$ cat config.mk
export PLATFORM = sky130hd
export DESIGN_NAME = flash_command_error_status
export DESIGN_NICKNAME = d
export VERILOG_FILES = /design/src/flash_seq_pkg.sv /design/src/flash_command_error_status.sv
export SDC_FILE = /design/constraint.sdc
export NUM_CORES = 1
export LEC_CHECK = 0
export BUFFER_PORTS_ARGS = -buffer_cell sky130_fd_sc_hd__buf_2
export CORE_ASPECT_RATIO = 1.75
export CORE_UTILIZATION = 49
export CTS_BUF_LIST = sky130_fd_sc_hd__clkbuf_8
export DETAILED_ROUTE_END_ITERATION = 12
export PLACE_DENSITY = 0.88
export SYNTH_ARGS = -nofsm -noshare
export SYNTH_HDL_FRONTEND = slang
export SYNTH_SLANG_ARGS = --single-unit
$ cat constraint.sdc
create_clock -name MCLK -period 2.12 [get_ports MCLK]
set_input_delay 0.318 -clock MCLK [delete_from_list [all_inputs] [get_ports MCLK]]
set_output_delay 0.318 -clock MCLK [all_outputs]
set_load 0.005 [all_outputs]
$ cat src/flash_seq_pkg.sv
package flash_seq_pkg;

  // Bus widths of the command and register ports
  localparam int ADDR_W = 16;
  localparam int DATA_W = 8;

  // Command codes seen in the first or second bus cycle
  localparam logic [DATA_W-1:0] CMD_READ_ARRAY = 8'hFF;
  localparam logic [DATA_W-1:0] CMD_READ_STATUS = 8'h70;
  localparam logic [DATA_W-1:0] CMD_CLEAR_STATUS = 8'h50;
  localparam logic [DATA_W-1:0] CMD_PROGRAM = 8'h40;
  localparam logic [DATA_W-1:0] CMD_ERASE = 8'h20;
  localparam logic [DATA_W-1:0] CMD_ERASE_CONFIRM = 8'hD0;

  // Register offsets on the plain register port
  localparam logic [1:0] OFF_CTRL_A = 2'h0;
  localparam logic [1:0] OFF_CTRL_B = 2'h1;
  localparam logic [1:0] OFF_STATUS = 2'h2;
  localparam logic [1:0] OFF_MODE = 2'h3;

  // Field positions in flash_control_reg_a
  localparam int CTRL_A_READY_BIT = 0;
  localparam int CTRL_A_REWRITE_EN_BIT = 2;
  localparam int CTRL_A_PROG_ERR_BIT = 6;
  localparam int CTRL_A_ERASE_ERR_BIT = 7;

  // Field positions in flash_control_reg_b
  localparam int CTRL_B_LOCK0_BIT = 5;
  localparam int CTRL_B_LOCK1_BIT = 6;

  // Field positions in the readable status byte
  localparam int STATUS_PROG_BIT = 4;
  localparam int STATUS_ERASE_BIT = 5;
  localparam int STATUS_READY_BIT = 7;

  // Values after reset
  localparam logic REWRITE_EN_RST = 1'b0;
  localparam logic LOCK_RST = 1'b0;

  // Blocks 0 to 3 are guarded by the global rewrite enable
  localparam int PROT_BLOCKS = 4;

  // Sequencer states
  typedef enum logic [2:0] {
    ST_READ_ARRAY = 3'b000,
    ST_READ_STATUS = 3'b001,
    ST_PROG_DATA = 3'b010,
    ST_ERASE_CONFIRM = 3'b011,
    ST_PROG_BUSY = 3'b100,
    ST_ERASE_BUSY = 3'b101
  } seq_state_t;

  // Error code: bit 1 is the erase-error flag, bit 0 the program-error flag
  typedef enum logic [1:0] {
    ERR_NONE = 2'b00,
    ERR_PROGRAM = 2'b01,
    ERR_ERASE = 2'b10,
    ERR_SEQUENCE = 2'b11
  } err_code_t;

  // One command bus cycle from the CPU
  typedef struct packed {
    logic valid;
    logic [ADDR_W-1:0] addr;
    logic [DATA_W-1:0] data;
  } cmd_wr_t;

  // Start request to the flash array engine
  typedef struct packed {
    logic prog;
    logic erase;
    logic [ADDR_W-1:0] addr;
    logic [DATA_W-1:0] data;
  } op_req_t;

  // Completion report from the flash array engine
  typedef struct packed {
    logic done;
    logic fail;
  } op_rsp_t;

endpackage

$ cat src/flash_command_error_status.sv
// Summary of operation
// - Any error sets flags by error class
// - Malformed sequence sets both error flags
// - Erase second cycle not D0h/FFh errors
// - Rewrite-disabled program or erase errors
// - Erase address outside flash errors
// - Erase of locked block errors
// - Program address outside flash errors
// - Program of locked block errors
// - Failed auto-erase sets erase flag only
// - Failed auto-program sets program flag only
// - FFh in second cycle enters read array
// - Abort discards the latched first command
// - Clear status zeroes both error flags
// - Set flags refuse new program/erase
// - Enable bit guards blocks 0-3, lock bits guard blocks 0 and 1
//
// The address-and-strobe port and the address map were left to the implementer.
module flash_command_error_status
  import flash_seq_pkg::*;
#(
  parameter logic [ADDR_W-1:0] FLASH_BASE = 16'h8000,
  parameter int BLOCK_W = 13,
  parameter int NUM_BLOCKS = 4
) (
  input wire logic MCLK,
  input wire logic RST_N,
  input wire logic CE,
  input wire cmd_wr_t CMD,
  input wire logic [1:0] REG_ADDR,
  input wire logic [DATA_W-1:0] REG_WDATA,
  input wire logic REG_WR,
  input wire logic REG_RD,
  output logic [DATA_W-1:0] REG_RDATA,
  output op_req_t OP_REQ,
  input wire op_rsp_t OP_RSP,
  output logic READ_STATUS_MODE,
  output err_code_t ERROR_CODE
);

  // Width of the block index taken from the offset into flash
  localparam int BLK_W = ADDR_W - BLOCK_W + 1;
  localparam logic [ADDR_W:0] FLASH_SPAN = (ADDR_W + 1)'(NUM_BLOCKS << BLOCK_W);

  // Sequencer state
  seq_state_t state;
  seq_state_t next_state;
  err_code_t err;
  err_code_t next_err;
  logic [ADDR_W-1:0] first_addr;
  logic [ADDR_W-1:0] next_first_addr;
  op_req_t next_op;
  logic next_status_mode;

  // Software-owned protection bits
  logic global_rewrite_enable;
  logic block0_rewrite_lock;
  logic block1_rewrite_lock;

  // Address decode of the current command cycle
  logic [ADDR_W:0] flash_off;
  logic [BLK_W-1:0] blk;
  logic addr_in_flash;
  logic blk_protected;
  logic addr_mismatch;
  logic prog_fault;
  logic erase_fault;
  logic is_abort;
  logic is_confirm;
  logic flags_clear;
  logic busy;

  // Register port decode
  logic wr_ctrl_a;
  logic wr_ctrl_b;
  logic [DATA_W-1:0] ctrl_a_value;
  logic [DATA_W-1:0] ctrl_b_value;
  logic [DATA_W-1:0] status_value;
  logic [DATA_W-1:0] mode_value;
  logic [DATA_W-1:0] read_mux;
  logic [DATA_W-1:0] next_rdata;

  // Offset is one bit wider so that an address below the base shows as negative
  assign flash_off = {1'b0, CMD.addr} - {1'b0, FLASH_BASE};
  assign blk = flash_off[ADDR_W:BLOCK_W];
  assign addr_in_flash = !flash_off[ADDR_W] && (flash_off < FLASH_SPAN);

  // Global enable covers blocks 0-3, each lock narrows to one block
  assign blk_protected =
    (!global_rewrite_enable && (blk < BLK_W'(PROT_BLOCKS))) ||
    (block0_rewrite_lock && (blk == BLK_W'(0))) ||
    (block1_rewrite_lock && (blk == BLK_W'(1)));

  // Program data must go to the address given in the first cycle
  assign addr_mismatch = CMD.addr != first_addr;

  // Second-cycle checks for each command
  assign prog_fault = !addr_in_flash || blk_protected || addr_mismatch;
  assign erase_fault = !is_confirm || !addr_in_flash || blk_protected;

  // Data codes of interest in a second cycle
  assign is_abort = CMD.data == CMD_READ_ARRAY;
  assign is_confirm = CMD.data == CMD_ERASE_CONFIRM;

  // No error pending, so program and erase may start
  assign flags_clear = err == ERR_NONE;

  // Sequencer is busy while the array engine works
  assign busy = (state == ST_PROG_BUSY) || (state == ST_ERASE_BUSY);

  // Command sequencer: decodes bus cycles and classifies errors
  always_comb begin
    next_state = state;
    next_err = err;
    next_first_addr = first_addr;
    next_op = '0;
    unique case (state)
      ST_READ_ARRAY, ST_READ_STATUS: begin
        if (CMD.valid) begin
          unique case (CMD.data)
            CMD_READ_ARRAY: begin
              next_state = ST_READ_ARRAY;
            end
            CMD_READ_STATUS: begin
              next_state = ST_READ_STATUS;
            end
            CMD_CLEAR_STATUS: begin
              next_err = ERR_NONE;
            end
            CMD_PROGRAM: begin
              if (flags_clear) begin
                next_state = ST_PROG_DATA;
                next_first_addr = CMD.addr;
              end
            end
            CMD_ERASE: begin
              if (flags_clear) begin
                next_state = ST_ERASE_CONFIRM;
                next_first_addr = CMD.addr;
              end
            end
            default: begin
              next_err = ERR_SEQUENCE;
              next_state = ST_READ_STATUS;
            end
          endcase
        end
      end
      ST_PROG_DATA: begin
        if (CMD.valid) begin
          if (is_abort) begin
            // Leaving the state drops the latched program code
            next_state = ST_READ_ARRAY;
          end else if (prog_fault) begin
            next_err = ERR_SEQUENCE;
            next_state = ST_READ_STATUS;
          end else begin
            next_op.prog = 1'b1;
            next_op.addr = CMD.addr;
            next_op.data = CMD.data;
            next_state = ST_PROG_BUSY;
          end
        end
      end
      ST_ERASE_CONFIRM: begin
        if (CMD.valid) begin
          if (is_abort) begin
            // Leaving the state drops the latched erase code
            next_state = ST_READ_ARRAY;
          end else if (erase_fault) begin
            next_err = ERR_SEQUENCE;
            next_state = ST_READ_STATUS;
          end else begin
            next_op.erase = 1'b1;
            next_op.addr = CMD.addr;
            next_state = ST_ERASE_BUSY;
          end
        end
      end
      ST_PROG_BUSY: begin
        // Command cycles are ignored until the engine reports back
        if (OP_RSP.done) begin
          next_state = ST_READ_STATUS;
          if (OP_RSP.fail) begin
            next_err = ERR_PROGRAM;
          end
        end
      end
      ST_ERASE_BUSY: begin
        if (OP_RSP.done) begin
          next_state = ST_READ_STATUS;
          if (OP_RSP.fail) begin
            next_err = ERR_ERASE;
          end
        end
      end
      default: begin
        next_state = ST_READ_ARRAY;
      end
    endcase
  end

  // Any state other than read array presents the status byte to reads
  assign next_status_mode = next_state != ST_READ_ARRAY;

  // Sequencer registers
  always_ff @(posedge MCLK) begin
    if (!RST_N) begin
      state <= ST_READ_ARRAY;
      err <= ERR_NONE;
      first_addr <= '0;
    end else if (CE) begin
      state <= next_state;
      err <= next_err;
      first_addr <= next_first_addr;
    end
  end

  // Outputs toward the array engine and the CPU, all from flip-flops
  always_ff @(posedge MCLK) begin
    if (!RST_N) begin
      OP_REQ <= '0;
      READ_STATUS_MODE <= 1'b0;
      ERROR_CODE <= ERR_NONE;
    end else if (CE) begin
      OP_REQ <= next_op;
      READ_STATUS_MODE <= next_status_mode;
      ERROR_CODE <= next_err;
    end
  end

  // Register write strobes
  assign wr_ctrl_a = REG_WR && (REG_ADDR == OFF_CTRL_A);
  assign wr_ctrl_b = REG_WR && (REG_ADDR == OFF_CTRL_B);

  // Protection bits; a change takes effect on the next command cycle
  always_ff @(posedge MCLK) begin
    if (!RST_N) begin
      global_rewrite_enable <= REWRITE_EN_RST;
      block0_rewrite_lock <= LOCK_RST;
      block1_rewrite_lock <= LOCK_RST;
    end else if (CE) begin
      if (wr_ctrl_a) begin
        global_rewrite_enable <= REG_WDATA[CTRL_A_REWRITE_EN_BIT];
      end
      if (wr_ctrl_b) begin
        block0_rewrite_lock <= REG_WDATA[CTRL_B_LOCK0_BIT];
        block1_rewrite_lock <= REG_WDATA[CTRL_B_LOCK1_BIT];
      end
    end
  end

  // Read views; error flags are read-only and cleared only by command
  assign ctrl_a_value = DATA_W'(
    ({7'h00, err[1]} << CTRL_A_ERASE_ERR_BIT) |
    ({7'h00, err[0]} << CTRL_A_PROG_ERR_BIT) |
    ({7'h00, global_rewrite_enable} << CTRL_A_REWRITE_EN_BIT) |
    ({7'h00, !busy} << CTRL_A_READY_BIT));
  assign ctrl_b_value = DATA_W'(
    ({7'h00, block1_rewrite_lock} << CTRL_B_LOCK1_BIT) |
    ({7'h00, block0_rewrite_lock} << CTRL_B_LOCK0_BIT));

  // Status byte mirrors the same flags, so one clear resets both views
  assign status_value = DATA_W'(
    ({7'h00, !busy} << STATUS_READY_BIT) |
    ({7'h00, err[1]} << STATUS_ERASE_BIT) |
    ({7'h00, err[0]} << STATUS_PROG_BIT));
  assign mode_value = {5'h00, state};

  // Read data mux
  assign read_mux =
    (REG_ADDR == OFF_CTRL_A) ? ctrl_a_value :
    (REG_ADDR == OFF_CTRL_B) ? ctrl_b_value :
    (REG_ADDR == OFF_STATUS) ? status_value : mode_value;

  // Data stand only in the cycle after the read strobe
  assign next_rdata = REG_RD ? read_mux : 8'h00;

  // Read data register
  always_ff @(posedge MCLK) begin
    if (!RST_N) begin
      REG_RDATA <= 8'h00;
    end else if (CE) begin
      REG_RDATA <= next_rdata;
    end
  end

endmodule

-- Yosys cells after proc, flatten, opt, wreduce, memory -nomap -nowiden
Cells that the tools add are included.
Widths: inputs -> output; s select.
- magnitude comparators: 2
- bitwise gates (word level): 6
- equality and inequality tests: 27
- add/subtract/negate cells: 1
- multiplexer cells: 42
- reductions and logical operators: 32
- operator list (operator ; number):
    $mux 24 ; 3
    $mux 17 ; 3
    $mux 8 ; 5
    $pmux 16 s2 ; 1
    $mux 3 ; 10
    $eq 8x7->1 const B ; 3
    $ne 2x2->1 const B ; 12
    $pmux 3 s4 ; 2
    $mux 2 ; 11
    $lt 17x16->1 const B ; 1
    $sub 16x16->17 const B ; 1
    $eq 8x8->1 const B ; 2
    $ne 16x16->1 ; 1
    $reduce_and 14->1 ; 1
    $pmux 2 s5 ; 1
    $eq 8x6->1 const B ; 1
    $or 8x1->8 ; 1
    $or 8x3->8 ; 1
    $or 8x5->8 ; 1
    $or 8x6->8 ; 1
    $or 8x7->8 ; 1
    $logic_or 1x1->1 ; 7
    $or 7x6->7 ; 1
    $eq 3x2->1 const B ; 2
    19 further kinds ; 37
- input bits: 42
- logic and storage cells: 122
- bits in registers: 59

-- Depth between registers and ports, before layout
Gate-level depths: netlist of the first run.
- word-level depth: 12
- gate-level depth with buffers: 9
- mapped depth without buffers: 8

-- Worst setup path after synthesis of the first run
OpenSTA, ideal clock, no wires.
- kind: flip-flop to flip-flop
- start point: register state[2]
- end point: register first_addr[0]
- cell stages (with the launch flop): 10
- data arrival time: 2.150 ns
- clock period less this slack: 2.266 ns
- setup time: 0.116 ns
- path slack: -0.146 ns
- data required time: 2.004 ns
- cells stage by stage: dfxtp_1 > clkbuf_1 > inv_1 > ha_1 > inv_1 > or3_4 > nor4_4 > buf_6 > mux2i_1 > nor2b_1
- word-level cells in the longest chain between the ends: 3
- elaborated cells on any way between the ends: 4
- those cells by class: eq/ne: 1; reduce/logical: 3
- ends and longest elaborated chain (element ; line ; RTL):
    start: declaration ; flash_command_error_status.sv:46 ; seq_state_t state;
    start signal: assignment ; flash_command_error_status.sv:213 ; state <= next_state;
    $eq 3x1->1 / $logic_not 3->1 (equally long branches) ; flash_command_error_status.sv:117 ; unique case (state)
    $reduce_or 2->1 (*) ; flash_command_error_status.sv:117 ;
    $reduce_and 5->1 (no line) (*) ; - ;
    end signal: assignment ; flash_command_error_status.sv:215 ; first_addr <= next_first_addr;
    end: declaration ; flash_command_error_status.sv:50 ; logic [ADDR_W-1:0] first_addr;
Every way passes the cells marked *; elsewhere a longest branch is shown, timed or not.
A chain may end at the register's enable or synchronous reset.

-- Worst setup path after layout of the first run
- start point: register state[2]
- end point: register first_addr[2]
The elaborated chain is that of the path after synthesis.

==> reports/metrics.yaml, run 1 <==
p_total_w: 0.00260
final-hold-violation-count: 0
critPathBufInv: 3
yosysWarnings: 0
final_cell_area_um2: 3670
cts_tree: "built"
final_cells: 472
cts-hold-fix-buffers: 0
ant_nets: 0
nets: 437
worstPathCellList: "inv_1, ha_2, inv_1, or3_4, nor4_4, buf_12, mux2i_1, nor2b_1"
first_iter_violations: 163
synth-seq-cells: 58
synth_flop_cell: "dfxtp_1"
start_kind: "register"
antenna_found_initial: 0
worst-r2r-cell-count: 8
ys_seq_area_share_pct: 40.2
yosys.area.top_type_share_pct: 40.2
drive_above_1_share_pct: 28.5
endpoint_kind: "register"
reg2reg_slack_ns: 0.16
dp_slack_ns: -0.0756
h-tree-depth: 3
status: "finished clean"
root_buffer: "clkbuf_8"
final_core_util_pct: 65.2
maxSlewViolCount: 0
cap_violations: 0
postCtsResizedCells: 0
clock_latency_ns: 0.34
path_max_fanout: 16
critPathRequiredTime_ns: 2.35
rows: 36
synth_nets: 356
globalRouteOverflowTotal: 0
hpwl_mm: 5.44
dp.cells: 456
synth.avg_cell_area_um2: 9.32
hold_class: "in2reg"
p_per_area_nw_per_um2: 709
fin_skew_ns: 0.00568
hold_path_end: "OP_REQ[12]"
worst_pin_slew_ns: 0.573
io_pins: 79
first_pass_iters: 5
core_area_um2: 5630
r2r-end: "first_addr[2]"
synthTopCellsByCount: "dfxtp_1 (58), nor2b_1 (39), mux2i_1 (24)"
cts_setup_buffers: 0
p_leak_nw: 1.52
synth.area.top_cells: "dfxtp_1 (40%), nor2b_1 (8.4%), mux2i_1 (8.3%)"
portBuffers: 72
synthDistinctLibCells: 51
path_clk_slew_ns: 0.07
reg2reg_from: "state[2]"
worst_slack_ns: 0.162
critical-path-top-delay-family: "simple AND/OR/NAND/NOR gates"
setup_viol: 0
min_from: "CMD[12]"
syn_inst: 310
track_usage_pct: 25.9
slowest_stage: "or3_4"
cpPeakStageDelay_ns: 0.38
start_util_pct: 51.3
clkSinkCount: 58
die_h_um: 104
rsz0062_at_grt: "no"
slew_headroom_pct: 61.5
grt_pass1_wl_mm: 12.1
yosysMostFrequentCell: "dfxtp_1"
finalCriticalPeriod_ns: 1.96
synth_edf_count: 0
cp_data_arrival_time_ns: 2.19
dieArea_um2: 6220
async_reset_ff_share_pct: 0
synth_area_um2: 2890
cp_common_cell: "inv_1"
whs_path_depth: 2
vias_per_cell: 5.58
clock_path_buffers: 2
wl_per_cell_um: 15.9
die_w_um: 60.0
dpl_cell_area_um2: 3420
cts_made_buffers: 9
diodes: 0
grt_pass1_vias: 2665
vdd_drop_max_v: 0.000299
crit_type: "reg2reg"
route.detailed.drc: 0
fin_crit_sh_pct: 92.4
yosys.area.top_type: "dfxtp_1"
routed_wl_mm: 7.52
timing.fmax_mhz: 511
via_count: 2633
grt_max_degree: 31
area_growth_pct: 27.1
globalplace.congestion: 0.916
[how the worst max path moves through the flow]
stage	slack (ns)	endpoint	from	cells past startpoint
final	0.16	first_addr[2]	state[2]	8
after detailed placement	-0.08	first_addr[4]	CMD[2]	7
after floorplan	-0.05	first_addr[0]	CMD[2]	6
after CTS	0.17	OP_REQ[5]	first_addr[5]	7
after global routing	0.008	OP_REQ[5]	first_addr[15]	7
after global placement	-0.002	first_addr[2]	CMD[2]	7
[layout make-up]
type / count / area (um2)
fillers: 443 / 1960
multi-input cells: 226 / 1620
flip-flops and latches: 58 / 1160
repair buffers: 90 / 520
clock buffers: 11 / 151
clock inverters: 5 / 100
well taps: 76 / 95.1
inverters: 6 / 22.5
[routing by layer]
layer  track usage (%)  wire length (um)  up-vias
met3              4.99               299       13
met1              25.8              2800     1255
met4              14.0               183        0
met5                 0                 0        -
li1                  -                 -     1279
met2              47.1              4230       86
[metrics by stage]
stage                     hold slack (ns)   TNS, ns
after global routing                0.229         0
after detailed placement            0.439    -0.300
after CTS                           0.215         0
after global placement              0.428  -0.00511
after floorplan                     0.444    -0.548
final                               0.225         0
[worst reg2reg max path: cells and delay by family (launching register included)]
kind,cells,cell delay [ns]
adders and majority gates,1,0.24
DFF,1,0.32
buffers and inverters,3,0.41
and+or+nand+nor,3,0.64
muxes,1,0.24
[power by group]
| part | switching (W) | leakage, nW | total, W | internal, W |
|---|---|---|---|---|
| sequential | 0.0000117 | 0.468 | 0.00111 | 0.00110 |
| combinational | 0.000119 | 0.919 | 0.000213 | 0.0000943 |
| clock | 0.000437 | 0.129 | 0.00128 | 0.000840 |
[logic make-up after synthesis]
logic type,share of synthesized area (%)
AND/OR/NAND/NOR,21.5
AO/OA/AOI/OAI,18.5
adder cells (fa/ha/maj),1.73
multiplexers,8.71
other,0.130
flip-flops,40.2
buffers and inverters,3.77
XOR/XNOR,5.46
[registers in the layout, summed over array words and instances, names as in the netlist]
| signal | cells |
|---|---|
| ERROR_CODE | 2 |
| REG_RDATA | 7 |
| global_rewrite_enable | 1 |
| OP_REQ | 26 |
| state | 3 |
| first_addr | 16 |
| block1_rewrite_lock | 1 |
| block0_rewrite_lock | 1 |
| READ_STATUS_MODE | 1 |
[layout by cell type (no fill, tap or decap), drive strengths merged, types with 6 or more instances in the layout]
cell	n
buf	90
nand3	6
a22oi	10
dfxtp	58
xor2	9
clkbuf	11
a22o	15
xnor2	9
nor2	10
o21ai	10
mux2i	24
nor4	6
a21oi	7
nand2	20
nor2b	39
Note: power is estimated with default switching activity, not from simulation.
==> run 2: changes to the inputs <==
- BUFFER_PORTS_ARGS: -buffer_cell sky130_fd_sc_hd__buf_2 -> unset
- CORE_UTILIZATION: 49 -> 59
- DONT_BUFFER_PORTS: unset -> 1
==> run 2 against run 1 <==
Effect of this change: non-clock buffer count shrank 82; die area shrank 17%; combinational power shrank 48%; clock skew is essentially flat; maximum frequency shrank 0.41%; critical path depth shrank 1; count of clock-buffer cells in the layout shrank 2; global-route usage grew 1.8 points; sequential power is essentially flat; sequential share of layout area grew 5.6 points; worst hold slack lost 0.13 ns; register-to-register slack is essentially flat; critical path type unchanged; critical endpoint is now OP_REQ[11]; largest power group is now registers.
==> reports/metrics.yaml, run 2 (synthesis results as in run 1) <==
area_growth_pct: 7.97
antenna_found_initial: 0
worst-r2r-cell-count: 7
crit_type: "reg2reg"
maxSlewViolCount: 0
start_util_pct: 61.4
portBuffers: 0
clock_path_buffers: 2
worst_pin_slew_ns: 1.10
largest-register: "OP_REQ"
final_common_cell: "dfxtp_1"
largest_reg_flops: 26
grt_pass1_wl_mm: 10.1
globalRouteOverflowTotal: 0
root_buffer: "clkbuf_8"
final_cell_mix: "dfxtp_1 (58), nor2b_1 (39), mux2i_1 (24), nand2_1 (20), a22o_1 (15)"
top_regs: "OP_REQ x26, first_addr x16, REG_RDATA x7"
dieArea_um2: 5190
slew_headroom_pct: 26.3
cts_made_buffers: 9
reg2reg_slack_ns: 0.15
whs_path_depth: 2
cp_data_arrival_time_ns: 2.24
clkSinkCount: 58
hold_path_end: "state[2]"
fin_setup_tns_ns: 0
h-tree-depth: 3
p_per_area_nw_per_um2: 663
reg2reg_from: "block1_rewrite_lock"
critPathRequiredTime_ns: 2.40
core_area_um2: 4710
min_from: "RST_N"
ant_nets: 0
nets: 355
die_h_um: 94.6
cts-hold-fix-buffers: 0
route.detailed.drc: 0
first_pass_iters: 4
path_max_fanout: 16
setup_viol: 0
p_leak_nw: 1.08
rsz0062_at_grt: "no"
io_pins: 79
wl_per_cell_um: 18.7
clock_latency_ns: 0.34
final_core_util_pct: 66.2
start_kind: "register"
path_clk_slew_ns: 0.07
hpwl_mm: 5.00
grt_pass1_vias: 2278
via_count: 2305
first_iter_violations: 70
hold_class: "in2reg"
r2r-end: "OP_REQ[11]"
die_w_um: 54.9
cap_violations: 0
status: "finished clean"
cts_tree: "built"
finalCriticalPeriod_ns: 1.97
vias_per_cell: 6.32
grt_max_degree: 48
routed_wl_mm: 6.81
track_usage_pct: 27.7
fin_skew_ns: 0.00561
diodes: 0
rows: 33
globalplace.congestion: 0.899
fin_crit_sh_pct: 92.8
vdd_drop_max_v: 0.000748
timing.fmax_mhz: 509
final-hold-violation-count: 0
endpoint_kind: "register"
drive_above_1_share_pct: 9.90
[run 2: through the flow]
stage	cells	setup WS, ns	instance area, um2	hold slack, ns	power, W
after CTS	364	0.0253	3110	0.0774	0.00208
after global routing	365	0.0400	3120	0.0955	0.00213
final	365	0.154	3120	0.0960	0.00207
after detailed placement	349	-0.00295	2950	0.444	0.00125
after global placement	349	0.126	2950	0.440	0.00124
after floorplan	310	-0.0548	2890	0.444	0.00125
[run 2: repair_timing]
| item | CTS | global route |
|---|---|---|
| setup endpoints to repair | 0 | 15 |
| resized for setup | 0 | 1 |
| buffers inserted | 0 | 1 |
[run 2: report_power, final]
part           internal [W]  total (W)  switching (W)
logic             0.0000580   0.000111      0.0000529
clock network      0.000407   0.000845       0.000438
registers           0.00110    0.00111      0.0000129
total               0.00156    0.00207       0.000504
[run 2: final cells by class]
cell class                      count  area, um2
Tap cell                           52       65.1
Clock buffer                        9        124
Clock inverter                      6       35.0
Fill cell                         396       1590
Timing Repair Buffer                8       85.1
Inverter                            6       22.5
Multi-Input combinational cell    226       1630
Sequential cell                    58       1160
[run 2: worst max-delay path: stages (launching register included)]
cell,delay [ns]
dfxtp_1,0.32
mux2i_1,0.18
o211ai_1,0.17
or3_4,0.45
nor3_1,0.20
o2111a_1,0.27
buf_12,0.16
a22o_1,0.15
[run 2: routing by layer]
layer	GRT usage [%]	share of wire [%]
met3	9.66	7.0
met4	15.4	2.5
met5	0	0
met1	26.0	37
met2	48.7	54
[run 2: worst max path at each step]
| stage | start | to | cells past startpoint |
|---|---|---|---|
| after floorplan | CMD[2] | first_addr[0] | 6 |
| after global placement | CMD[2] | first_addr[9] | 6 |
| after detailed placement | CMD[21] | OP_REQ[11] | 7 |
| after CTS | block1_rewrite_lock | OP_REQ[11] | 7 |
| after global routing | state[2] | first_addr[15] | 8 |
| final | block1_rewrite_lock | OP_REQ[11] | 7 |
==> run 3: changes to the inputs <==
- GPL_TIMING_DRIVEN: unset -> 0
==> run 3 against run 2 <==
Effect of this change: total power increased by 16%; cell count up 6.0%; first-iteration DRC count up 81%; worst hold slack gained 0.0037 ns; core utilization increased by 4.4 points; die area unchanged; clock power increased by 34%; register-to-register slack got worse by 0.11 ns; maximum frequency fell by 5.2%; critical path depth up 2; largest cell class unchanged; largest power group is now clock.
==> reports/metrics.yaml, run 3 (synthesis results as in run 1) <==
core_area_um2: 4710
status: "finished clean"
worstPathCellList: "inv_4, ha_4, inv_1, or3_4, nor4_4, buf_4, buf_4, mux2i_2, nor2b_1"
path_max_fanout: 7
antenna_found_initial: 0
first_iter_violations: 127
finalCriticalPeriod_ns: 2.07
reg2reg_slack_ns: 0.05
cts_tree: "built"
whs_path_depth: 1
die_w_um: 54.9
timing.fmax_mhz: 482
grt_max_degree: 12
critical-path-top-delay-family: "simple AND/OR/NAND/NOR gates"
final-hold-violation-count: 0
final_core_util_pct: 70.7
io_pins: 79
maxSlewViolCount: 0
largest-register: "OP_REQ"
routed_wl_mm: 7.67
p_per_area_nw_per_um2: 719
first_pass_iters: 4
area_growth_pct: 15.2
vias_per_cell: 6.42
start_util_pct: 61.4
cp.depth: 9
dieArea_um2: 5190
globalplace.congestion: 0.944
cp_data_arrival_time_ns: 2.30
final_cell_mix: "dfxtp_1 (56), nor2b_1 (39), mux2i_1 (22), nand2_1 (20), a22o_1 (15)"
clkSinkCount: 58
path_clk_slew_ns: 0.07
cpPeakStageDelay_ns: 0.38
fin_crit_sh_pct: 97.8
globalRouteOverflowTotal: 0
grt_pass1_wl_mm: 11.5
grt_pass1_vias: 2493
cp_common_cell: "buf_4"
cap_violations: 0
crit_type: "reg2reg"
dp_slack_ns: -0.476
hpwl_mm: 5.37
worst_pin_slew_ns: 0.566
fin_skew_ns: 0.00933
endpoint_kind: "register"
cts_made_buffers: 9
rows: 33
slowest_stage: "dfxtp_4"
fill_cells: 346
vdd_drop_max_v: 0.000610
cts-hold-fix-buffers: 0
nets: 376
start_kind: "register"
critPathBufInv: 4
track_usage_pct: 31.5
route.detailed.drc: 0
worst-r2r-cell-count: 9
critPathRequiredTime_ns: 2.35
drive_above_1_share_pct: 14.3
slew_headroom_pct: 62.0
largest_reg_flops: 26
worst_slack_ns: 0.0463
portBuffers: 0
top_regs: "OP_REQ x26, first_addr x16, REG_RDATA x7"
hold_class: "in2reg"
ant_nets: 0
root_buffer: "clkbuf_8"
h-tree-depth: 3
die_h_um: 94.6
clock_latency_ns: 0.34
setup_viol: 0
wl_per_cell_um: 19.8
clock_path_buffers: 2
final_common_cell: "dfxtp_1"
p_leak_nw: 1.19
via_count: 2484
diodes: 0
[run 3: what timing repair did]
action	in CTS	in global routing
pin swaps	1	1
hold endpoints to repair	0	0
gates resized for setup	10	12
endpoints found under the setup margin	35	25
gates cloned	1	0
buffers inserted	3	7
[run 3: through the flow]
stage	total power, W	cell area, um2	std cells	hold slack [ns]	setup TNS [ns]
floorplan	0.00125	2890	310	0.444	-0.548
global placement	0.00128	2960	362	0.444	-10.75
detailed placement	0.00128	2960	362	0.447	-12.14
CTS	0.00239	3240	381	0.0895	0
global route	0.00247	3330	387	0.0871	-0.00568
finish	0.00239	3330	387	0.0997	0
[run 3: layout make-up]
type / count / area [um2] / area share [%]
multi-input cells: 226 / 1680 / 50.5
flip-flops and latches: 58 / 1170 / 35.1
clock buffers: 10 / 138 / 4.14
repair buffers: 11 / 86.3 / 2.60
plain buffers: 18 / 83.8 / 2.52
clock inverters: 6 / 81.3 / 2.45
well taps: 52 / 65.1 / 1.96
inverters: 6 / 25.0 / 0.752
[run 3: layer usage]
layer  vias up  part of all wire (%)  global-route usage (%)
met2       121                    52                    52.8
met1      1160                    35                    29.0
met5         -                     0                       0
li1       1164                     -                       -
met4         0                   5.4                    24.4
met3        39                   7.4                    11.0
[run 3: where the power goes]
group	leakage, nW	internal (W)	switching, W
sequential	0.470	0.00110	0.0000141
clock	0.113	0.000685	0.000446
combinational	0.602	0.0000635	0.0000879
total	1.19	0.00184	0.000548
[run 3: worst register-to-register path, cell delays in order (launching register included)]
cell     delay, ns
dfxtp_4       0.38
inv_4         0.09
ha_4          0.18
inv_1         0.09
or3_4         0.38
nor4_4        0.20
buf_4         0.19
buf_4         0.16
mux2i_2       0.23
nor2b_1       0.07
[run 3: final timing paths]
kind / end / startpoint
min reg2reg: OP_REQ[23] / OP_REQ[23]
min: OP_REQ[16] / CMD[16]
max: first_addr[10] / state[1]
max reg2reg: first_addr[10] / state[1]
